### src/tmw_map.vh
// register offsets, field positions and reset values of the 8-bit timer
`ifndef TMW_MAP_VH
`define TMW_MAP_VH
`define TMW_ADDR_W 4
`define TMW_OFF_CTRL 4'h0
`define TMW_OFF_COUNT 4'h1
`define TMW_OFF_CMP 4'h2
`define TMW_OFF_PORT 4'h3
`define TMW_OFF_STAT 4'h4
`define TMW_BIT_FORCE 7
`define TMW_BIT_WGM0 6
`define TMW_BIT_COM1 5
`define TMW_BIT_COM0 4
`define TMW_BIT_WGM1 3
`define TMW_BIT_CS2 2
`define TMW_BIT_CS0 0
`define TMW_BIT_ASYNC 0
`define TMW_BIT_DIR 1
`define TMW_CTRL_RST 8'h00
`define TMW_TOP_MAX 8'hff
`define TMW_BOTTOM 8'h00
`define TMW_MODE_NORMAL 2'h0
`define TMW_MODE_PCPWM 2'h1
`define TMW_MODE_CTC 2'h2
`define TMW_MODE_FPWM 2'h3
`define TMW_PRESC_W 10
`define TMW_LOG_DIV8 4'd3
`define TMW_LOG_DIV32 4'd5
`define TMW_LOG_DIV64 4'd6
`define TMW_LOG_DIV128 4'd7
`define TMW_LOG_DIV256 4'd8
`define TMW_LOG_DIV1024 4'd10
`endif

### src/tmw_timer8.v
// 8-bit timer/counter with one compare channel and waveform output
//
// Contract
// - force strobe in non-pwm mode applies the selected compare action now
// - forced compare sets no flag and never clears the counter
// - force strobe bit always reads back as zero
// - force strobe ignored in both pwm modes
// - mode bits 6 and 3: 0 normal,1 phase pwm,2 clear-on-match,3 fast pwm
// - top is 0xff, except compare value in clear-on-match mode
// - compare updates immediate or at top; overflow at max or bottom
// - nonzero output mode takes the pin, driven only if direction is out
// - non-pwm modes: 0 off, 1 toggle, 2 clear, 3 set on match
// - fast pwm: 2 clear on match set at top, 3 inverse, 1 reserved
// - phase pwm: 2 clear up-match set down-match, 3 inverse, 1 reserved
// - pwm with compare equal top and upper bit set: only top action
// - prescale select: stop, /1, /8, /32, /64, /128, /256, /1024
// - counter register gives direct read and write of the count
// - counter write suppresses compare match on next timer clock
// - compare value checked against counter on each count
// - fast pwm counts to max then wraps to zero
// - phase pwm counts up to max, turns there without a hold, counts down
// - prescaler source is i/o clock or async clock input
//
// Design decisions made here: the placing of the registers and strobed register access.
`include "tmw_map.vh"
`timescale 1ns/1ns
`default_nettype none
module tmw_timer8 #(
    parameter PRESC_W = `TMW_PRESC_W
) (
    input wire clk_i,
    input wire arst_n_i,
    input wire async_clk_i,
    input wire [`TMW_ADDR_W-1:0] addr_i,
    input wire [7:0] wdata_i,
    input wire wr_i,
    input wire rd_i,
    output reg [7:0] rdata_o,
    input wire port_data_i,
    output reg compare_out_pin_o,
    output reg compare_out_pin_oe_o,
    output reg overflow_flag_o,
    output reg compare_match_flag_o
);

// ----------------------------------------------------------------
// register file
// ----------------------------------------------------------------
reg [7:0] ctrl_q;
reg [7:0] count_q;
reg [7:0] cmp_q;
reg [7:0] cmp_buf_q;
reg async_clock_select_q;
reg port_dir_q;
reg blk_q;
reg dir_down_q;
reg wave_q;
reg [PRESC_W-1:0] presc_q;
reg async_s1_q;
reg async_s2_q;
reg async_s3_q;

// both pwm modes have the low mode bit set
function pwm_mode;
    input [1:0] m;
    begin
        pwm_mode = m[0];
    end
endfunction

wire [1:0] waveform_mode_sel = {ctrl_q[`TMW_BIT_WGM1],
                                ctrl_q[`TMW_BIT_WGM0]};
wire [1:0] compare_out_mode = ctrl_q[`TMW_BIT_COM1:`TMW_BIT_COM0];
wire [2:0] clock_prescale_sel = ctrl_q[`TMW_BIT_CS2:`TMW_BIT_CS0];
wire is_pwm = pwm_mode(waveform_mode_sel);
wire wr_ctrl = wr_i && (addr_i == `TMW_OFF_CTRL);
wire wr_count = wr_i && (addr_i == `TMW_OFF_COUNT);
wire wr_cmp = wr_i && (addr_i == `TMW_OFF_CMP);
wire wr_port = wr_i && (addr_i == `TMW_OFF_PORT);

// ----------------------------------------------------------------
// prescaler and timer tick
// ----------------------------------------------------------------
// async clock is sampled and edge detected; it must run well below clk_i
always @(posedge clk_i or negedge arst_n_i) begin
    if (!arst_n_i) begin
        async_s1_q <= 1'b0;
        async_s2_q <= 1'b0;
        async_s3_q <= 1'b0;
    end else begin
        async_s1_q <= async_clk_i;
        async_s2_q <= async_s1_q;
        async_s3_q <= async_s2_q;
    end
end

wire src_tick = async_clock_select_q ?
                (async_s2_q && !async_s3_q) : 1'b1;

always @(posedge clk_i or negedge arst_n_i) begin
    if (!arst_n_i) begin
        presc_q <= {PRESC_W{1'b0}};
    end else if (clock_prescale_sel == 3'h0) begin
        presc_q <= {PRESC_W{1'b0}};
    end else if (src_tick) begin
        presc_q <= presc_q + {{(PRESC_W-1){1'b0}}, 1'b1};
    end
end

// a divider by 2^n ticks when the low n bits of the prescaler are all ones
function presc_done;
    input [PRESC_W-1:0] p;
    input [3:0] n;
    integer k;
    begin
        presc_done = 1'b1;
        for (k = 0; k < PRESC_W; k = k + 1) begin
            if (k < n && !p[k]) begin
                presc_done = 1'b0;
            end
        end
    end
endfunction

reg tick;
always @* begin
    case (clock_prescale_sel)
    3'h0: tick = 1'b0;
    3'h1: tick = src_tick;
    3'h2: tick = src_tick && presc_done(presc_q, `TMW_LOG_DIV8);
    3'h3: tick = src_tick && presc_done(presc_q, `TMW_LOG_DIV32);
    3'h4: tick = src_tick && presc_done(presc_q, `TMW_LOG_DIV64);
    3'h5: tick = src_tick && presc_done(presc_q, `TMW_LOG_DIV128);
    3'h6: tick = src_tick && presc_done(presc_q, `TMW_LOG_DIV256);
    default: tick = src_tick && presc_done(presc_q, `TMW_LOG_DIV1024);
    endcase
end

// ----------------------------------------------------------------
// counter, compare and waveform
// ----------------------------------------------------------------
wire [7:0] top = (waveform_mode_sel == `TMW_MODE_CTC) ?
                 cmp_q : `TMW_TOP_MAX;
wire at_top = (count_q == top);
wire raw_match = (count_q == cmp_q) && !blk_q;
// pwm special case: compare equal to top with upper bit set only acts at top
wire match = raw_match && !(is_pwm && cmp_q == `TMW_TOP_MAX &&
                            compare_out_mode[1]);
// a forced compare uses the mode bits written with it, not the old ones
wire [1:0] force_mode = wdata_i[`TMW_BIT_COM1:`TMW_BIT_COM0];
wire force_ev = wr_ctrl && wdata_i[`TMW_BIT_FORCE] &&
                !pwm_mode({wdata_i[`TMW_BIT_WGM1],
                           wdata_i[`TMW_BIT_WGM0]});
// the slope turns at bottom, so a match there counts as an up match;
// this keeps the pin steady when the compare value is zero
wire pc_down = dir_down_q && (count_q != `TMW_BOTTOM);

reg [7:0] count_d;
reg dir_d;
always @* begin
    count_d = count_q;
    dir_d = dir_down_q;
    case (waveform_mode_sel)
    `TMW_MODE_PCPWM: begin
        if (!dir_down_q) begin
            if (count_q == `TMW_TOP_MAX) begin
                dir_d = 1'b1;
                count_d = count_q - 8'h01;
            end else begin
                count_d = count_q + 8'h01;
            end
        end else begin
            if (count_q == `TMW_BOTTOM) begin
                dir_d = 1'b0;
                count_d = count_q + 8'h01;
            end else begin
                count_d = count_q - 8'h01;
            end
        end
    end
    // forced compare never feeds this path, so it cannot clear the count
    `TMW_MODE_CTC: count_d = at_top ? `TMW_BOTTOM : count_q + 8'h01;
    default: count_d = count_q + 8'h01;
    endcase
end

reg wave_d;
always @* begin
    wave_d = wave_q;
    if (force_ev) begin
        case (force_mode)
        2'h1: wave_d = !wave_q;
        2'h2: wave_d = 1'b0;
        2'h3: wave_d = 1'b1;
        default: wave_d = wave_q;
        endcase
    end else if (!is_pwm) begin
        if (tick && match) begin
            case (compare_out_mode)
            2'h1: wave_d = !wave_q;
            2'h2: wave_d = 1'b0;
            2'h3: wave_d = 1'b1;
            default: wave_d = wave_q;
            endcase
        end
    end else if (tick && compare_out_mode[1]) begin
        if (waveform_mode_sel == `TMW_MODE_FPWM) begin
            if (count_q == `TMW_TOP_MAX) begin
                wave_d = !compare_out_mode[0];
            end else if (match) begin
                wave_d = compare_out_mode[0];
            end
        end else begin
            if (match) begin
                wave_d = pc_down ^ compare_out_mode[0];
            end else if (count_q == `TMW_TOP_MAX &&
                         cmp_q == `TMW_TOP_MAX) begin
                wave_d = !compare_out_mode[0];
            end
        end
    end
end

wire cmp_load = is_pwm && tick && count_q == `TMW_TOP_MAX &&
                (waveform_mode_sel == `TMW_MODE_FPWM || !dir_down_q);
wire ovf_point = (waveform_mode_sel == `TMW_MODE_PCPWM) ?
                 (count_q == `TMW_BOTTOM && dir_down_q) :
                 (count_q == `TMW_TOP_MAX);

// ----------------------------------------------------------------
// software visible registers
// ----------------------------------------------------------------
// strobe bit is never stored, so a read can never see it set
always @(posedge clk_i or negedge arst_n_i) begin
    if (!arst_n_i) begin
        ctrl_q <= `TMW_CTRL_RST;
    end else if (wr_ctrl) begin
        ctrl_q <= {1'b0, wdata_i[6:0]};
    end
end

always @(posedge clk_i or negedge arst_n_i) begin
    if (!arst_n_i) begin
        async_clock_select_q <= 1'b0;
        port_dir_q <= 1'b0;
    end else if (wr_port) begin
        async_clock_select_q <= wdata_i[`TMW_BIT_ASYNC];
        port_dir_q <= wdata_i[`TMW_BIT_DIR];
    end
end

// pwm modes take the buffered value only when the count is at top (0xff),
// which keeps every pwm period free of glitches
always @(posedge clk_i or negedge arst_n_i) begin
    if (!arst_n_i) begin
        cmp_buf_q <= 8'h00;
        cmp_q <= 8'h00;
    end else begin
        if (wr_cmp) begin
            cmp_buf_q <= wdata_i;
        end
        if (wr_cmp && !is_pwm) begin
            cmp_q <= wdata_i;
        end else if (cmp_load) begin
            cmp_q <= cmp_buf_q;
        end
    end
end

// ----------------------------------------------------------------
// counter, flags and pin
// ----------------------------------------------------------------
// a counter write wins over the tick of the same cycle and arms the
// one-tick match block
always @(posedge clk_i or negedge arst_n_i) begin
    if (!arst_n_i) begin
        count_q <= 8'h00;
        blk_q <= 1'b0;
        dir_down_q <= 1'b0;
    end else if (wr_count) begin
        count_q <= wdata_i;
        blk_q <= 1'b1;
    end else if (tick) begin
        count_q <= count_d;
        dir_down_q <= dir_d;
        blk_q <= 1'b0;
    end
end

always @(posedge clk_i or negedge arst_n_i) begin
    if (!arst_n_i) begin
        wave_q <= 1'b0;
    end else begin
        wave_q <= wave_d;
    end
end

// flags are single-cycle pulses; any sticky latch lives outside
always @(posedge clk_i or negedge arst_n_i) begin
    if (!arst_n_i) begin
        overflow_flag_o <= 1'b0;
        compare_match_flag_o <= 1'b0;
    end else begin
        overflow_flag_o <= tick && !wr_count && ovf_point;
        compare_match_flag_o <= tick && !wr_count && raw_match;
    end
end

// the pin falls back to the port value while the output is disconnected
always @(posedge clk_i or negedge arst_n_i) begin
    if (!arst_n_i) begin
        compare_out_pin_o <= 1'b0;
        compare_out_pin_oe_o <= 1'b0;
    end else begin
        compare_out_pin_o <= (compare_out_mode != 2'h0) ?
                             wave_d : port_data_i;
        compare_out_pin_oe_o <= port_dir_q;
    end
end

// ----------------------------------------------------------------
// read side
// ----------------------------------------------------------------
always @(posedge clk_i or negedge arst_n_i) begin
    if (!arst_n_i) begin
        rdata_o <= 8'h00;
    end else if (rd_i) begin
        case (addr_i)
        `TMW_OFF_CTRL: rdata_o <= {1'b0, ctrl_q[6:0]};
        `TMW_OFF_COUNT: rdata_o <= count_q;
        `TMW_OFF_CMP: rdata_o <= is_pwm ? cmp_buf_q : cmp_q;
        `TMW_OFF_PORT: rdata_o <= {6'h00, port_dir_q, async_clock_select_q};
        `TMW_OFF_STAT: rdata_o <= {5'h00, wave_q, dir_down_q, blk_q};
        default: rdata_o <= 8'h00;
        endcase
    end else begin
        rdata_o <= 8'h00;
    end
end

endmodule
`default_nettype wire

### config.mk
export PLATFORM = sky130hd
export DESIGN_NAME = tmw_timer8
export DESIGN_NICKNAME = d
export VERILOG_FILES = /design/src/tmw_timer8.v
export VERILOG_INCLUDE_DIRS = /design/src
export SDC_FILE = /design/constraint.sdc
export NUM_CORES = 1
export LEC_CHECK = 0
export BUFFER_PORTS_ARGS = -buffer_cell sky130_fd_sc_hd__buf_2
export CORE_MARGIN = 3
export CORE_UTILIZATION = 25
export DETAILED_ROUTE_END_ITERATION = 16
export PLACE_DENSITY_LB_ADDON = 0.2
export SETUP_SLACK_MARGIN = 0.5
export SLEW_MARGIN = 5
export SYNTH_ARGS = -nofsm -noshare
export SYNTH_HDL_FRONTEND = slang
export SYNTH_SLANG_ARGS = --single-unit
### constraint.sdc
create_clock -name clk_i -period 2.8 [get_ports clk_i]
set_input_delay 0.14 -clock clk_i [delete_from_list [all_inputs] [get_ports clk_i]]
set_output_delay 0.14 -clock clk_i [all_outputs]
set_load 0.05 [all_outputs]
==> flow_summary.json <==
{
  "yosys.area.top_type": "dfrtp_1",
  "numCtsBuffers": 9,
  "root_buffer": "clkbuf_16",
  "setup_tns_ns": 0,
  "synth.area.top_cells": "dfrtp_1 (42%), mux2_2 (8.3%), nor2_1 (4.3%), nand2_1 (4.1%), ha_1 (2.7%)",
  "dp_hpwl_um": 7680,
  "min_path_type": "in -> reg",
  "cap_violations": 0,
  "grt_pass1_vias": 3106,
  "worstPathArrival_ns": 2.58,
  "hold_violations": 0,
  "dr.pass1.iters": 4,
  "hp-start": "port_data_i",
  "io_buffers": 29,
  "viasPerCell": 5.11,
  "initial_core_util_pct": 25.9,
  "async_flop_share_pct": 100,
  "num_vias": 3080,
  "synth_edf_count": 0,
  "cp-end-kind": "flop",
  "p_leak_nw": 1.87,
  "rsz0062_at_grt": "yes",
  "whs_ns": 0.0559,
  "finalWorstSetupSlack_ns": 0.440,
  "area_growth_pct": 26.8,
  "skew_ns": 0.00409,
  "slowest_delay_ns": 0.40,
  "drive_above_1_share_pct": 33.3,
  "ir_drop_uv": 347,
  "ys_types": 60,
  "fin_crit_sh_pct": 84.3,
  "cp_top_family": "compound AO/OA/AOI/OAI gates",
  "r2r_slack_ns": 0.44,
  "fp.dieW_um": 127,
  "synth-seq-area-share_pct": 41.8,
  "r2r-end": "compare_out_pin_o",
  "outcome": "finished, final reports clean",
  "ys_ff_latch": 61,
  "slew-limit-headroom_pct": 46.9,
  "p_per_area_nw_per_um2": 826,
  "fin_area_um2": 4630,
  "clk_latency_ns": 0.34,
  "drt_iter0_drc": 254,
  "avgSynthCellArea_um2": 9.96,
  "antenna_found_initial": 0,
  "ys.flop_type": "dfrtp_1",
  "yosys_warnings": 0,
  "grt_max_degree": 35,
  "fp.dieH_um": 127,
  "tightest_slew_ns": 0.786,
  "ant_nets": 0,
  "cp_slowest_cell": "dfrtp_1",
  "coreArea_um2": 14100,
  "required_ns": 3.02,
  "wire_per_inst_um": 18.0,
  "ctsLongestPathBuffers": 2,
  "crit_path_start_kind": "flop",
  "overflow": 0,
  "wirelength_um": 10900,
  "crit_chain": "ha_4 -> ha_4 -> nand4_1 -> a221o_1 -> a211oi_4 -> o2111ai_2 -> o311ai_2 -> a31oi_2 -> mux2_2",
  "grt_first_pass_wirelength_um": 17500,
  "gr-usage-all-layers_pct": 14.0,
  "final.fill_count": 1472,
  "place_area_um2": 4000,
  "netlist.area_leader.share_pct": 41.8,
  "gp_congestion": 0.860,
  "fin_util_pct": 32.9,
  "fp.dieArea_um2": 16100,
  "dp_slack_ns": 0.249,
  "cts_tree": "built",
  "h-tree-depth": 3,
  "holdPathEnd": "compare_out_pin_o",
  "num-nets-final": 444,
  "cp_common_cell": "ha_4",
  "syn-cell-area_um2": 3650,
  "holdPathStages": 2,
  "fin_crit_ns": 2.36,
  "r2r-start": "presc_q[1]",
  "reg2reg_depth": 9,
  "rows": 43,
  "io_pins": 30,
  "cts.sinks": 61,
  "n_antenna_cell": 0,
  "worstSetupPathType": "reg -> reg",
  "fmax_ghz": 0.424,
  "mappedNetlistNets": 393,
  "drc": 0,
  "crit_buf_inv": 0,
  "syn_inst": 367,
  "crit_path_max_fanout": 3,
  "path_clk_slew_ns": 0.05,
  "final_max_slew_viol_count": 0,
  "setup_viol": 0
}
cell usage in the layout (no fill, tap or decap), types with 3 or more instances in the layout:
cell,n
o211ai_1,6
ha_1,4
o31ai_1,4
nand3b_1,3
nand2_1,37
a21oi_1,13
dfrtp_2,7
a31oi_1,8
o22ai_2,3
clkinv_2,4
nor2b_1,3
or3_1,4
a222oi_1,4
nand2b_1,3
clkbuf_16,9
nand3_1,6
dfrtp_1,54
nor3_1,3
and3_1,3
xnor2_4,3
buf_6,4
inv_1,9
buf_4,21
o21ai_0,13
mux2i_1,7
xor2_1,6
nand4_1,9
mux2_2,27
xnor2_1,6
buf_2,29
nor2_1,42
a22oi_1,8
nand2_2,3
metrics by stage:
| step | cells | total power (W) |
|---|---|---|
| 2_1_floorplan | 367 | 0.00217 |
| 3_3_place_gp | 567 | 0.00247 |
| 3_5_place_dp | 567 | 0.00246 |
| 4_1_cts | 592 | 0.00371 |
| 5_1_grt | 603 | 0.00406 |
| 6_report | 603 | 0.00383 |
per-layer routing:
layer	track usage (%)	vias to the layer above	part of all wire, %
met5	0	-	0
met4	4.79	0	1.9
met3	3.33	14	3.8
li1	-	1461	-
met1	18.0	1544	45
met2	23.0	61	49
sequential cells by signal, summed over array words and instances, names as in the netlist:
register / cells
presc_q: 10
cmp_buf_q: 8
cmp_q: 8
count_q: 8
rdata_o: 8
ctrl_q: 7
async_clock_select_q: 1
async_s1_q: 1
async_s2_q: 1
async_s3_q: 1
blk_q: 1
compare_match_flag_o: 1
compare_out_pin_o: 1
compare_out_pin_oe_o: 1
dir_down_q: 1
overflow_flag_o: 1
port_dir_q: 1
wave_q: 1
layout make-up:
type	count	area (µm²)	share of cell area, %
clock inverter	7	66.3	1.43
sequential	61	1540	33.1
timing repair buffer	58	408	8.80
multi-input combinational	279	2140	46.2
inverter	9	33.8	0.729
clock buffer	9	225	4.86
tap	180	225	4.86
cells in the mapped netlist, types with 3 or more instances:
master / number
buf_4: 5
a211oi_1: 3
nand3b_1: 3
nor4_1: 3
o2111ai_1: 3
o22ai_1: 4
xnor2_4: 3
a22oi_1: 8
nand2_1: 40
buf_6: 3
mux2i_1: 7
xor2_1: 6
dfrtp_1: 61
ha_1: 8
nor3_1: 3
mux2_2: 27
a21oi_1: 14
o31ai_1: 4
xnor2_1: 6
nor2b_1: 3
nand2b_1: 3
o21ai_0: 14
or3_1: 4
nand4_1: 9
o211ai_1: 6
buf_2: 4
a31oi_1: 8
nand3_1: 8
nor2_1: 42
inv_1: 9
a222oi_1: 4
and3_1: 3
nor4b_1: 3
clkbuf_1: 5
worst max-delay path by stage:
stage / depth (start not counted) / start / to
2_1_floorplan: 9 / presc_q[0] / compare_out_pin_o
3_3_place_gp: 8 / count_q[0] / compare_out_pin_o
3_5_place_dp: 10 / presc_q[0] / compare_out_pin_o
4_1_cts: 9 / presc_q[1] / compare_out_pin_o
5_1_grt: 10 / presc_q[1] / compare_out_pin_o
6_report: 9 / presc_q[1] / compare_out_pin_o
worst reg2reg max path, stage by stage, from the launching register on:
cell and delay, ns:
dfrtp_1 0.40, ha_4 0.17, ha_4 0.12, nand4_1 0.08
a221o_1 0.35, a211oi_4 0.24, o2111ai_2 0.18, o311ai_2 0.29
a31oi_2 0.14, mux2_2 0.28
where the power goes:
part | leakage (nW) | switching [W] | internal, W
logic | 0.961 | 0.000668 | 0.000661
clock network | 0.145 | 0.000415 | 0.000682
registers | 0.768 | 0.000334 | 0.00107
kinds of logic after synthesis:
| group | share of synthesized area, % |
|---|---|
| xor+xnor | 5.58 |
| fa+ha+maj | 2.74 |
| flops | 41.8 |
| simple gates | 18.3 |
| mux | 10.2 |
| buf+inv | 4.08 |
| compound gates | 17.3 |
repair_timing:
item	4_1_cts	5_1_grt
buffers inserted	6	11
hold buffers	2	0
setup endpoints to repair	17	20
hold endpoints to repair	28	0
gates cloned	1	0
resized for setup	23	20
pin swaps	8	10
(Power assumes the default switching activity.)
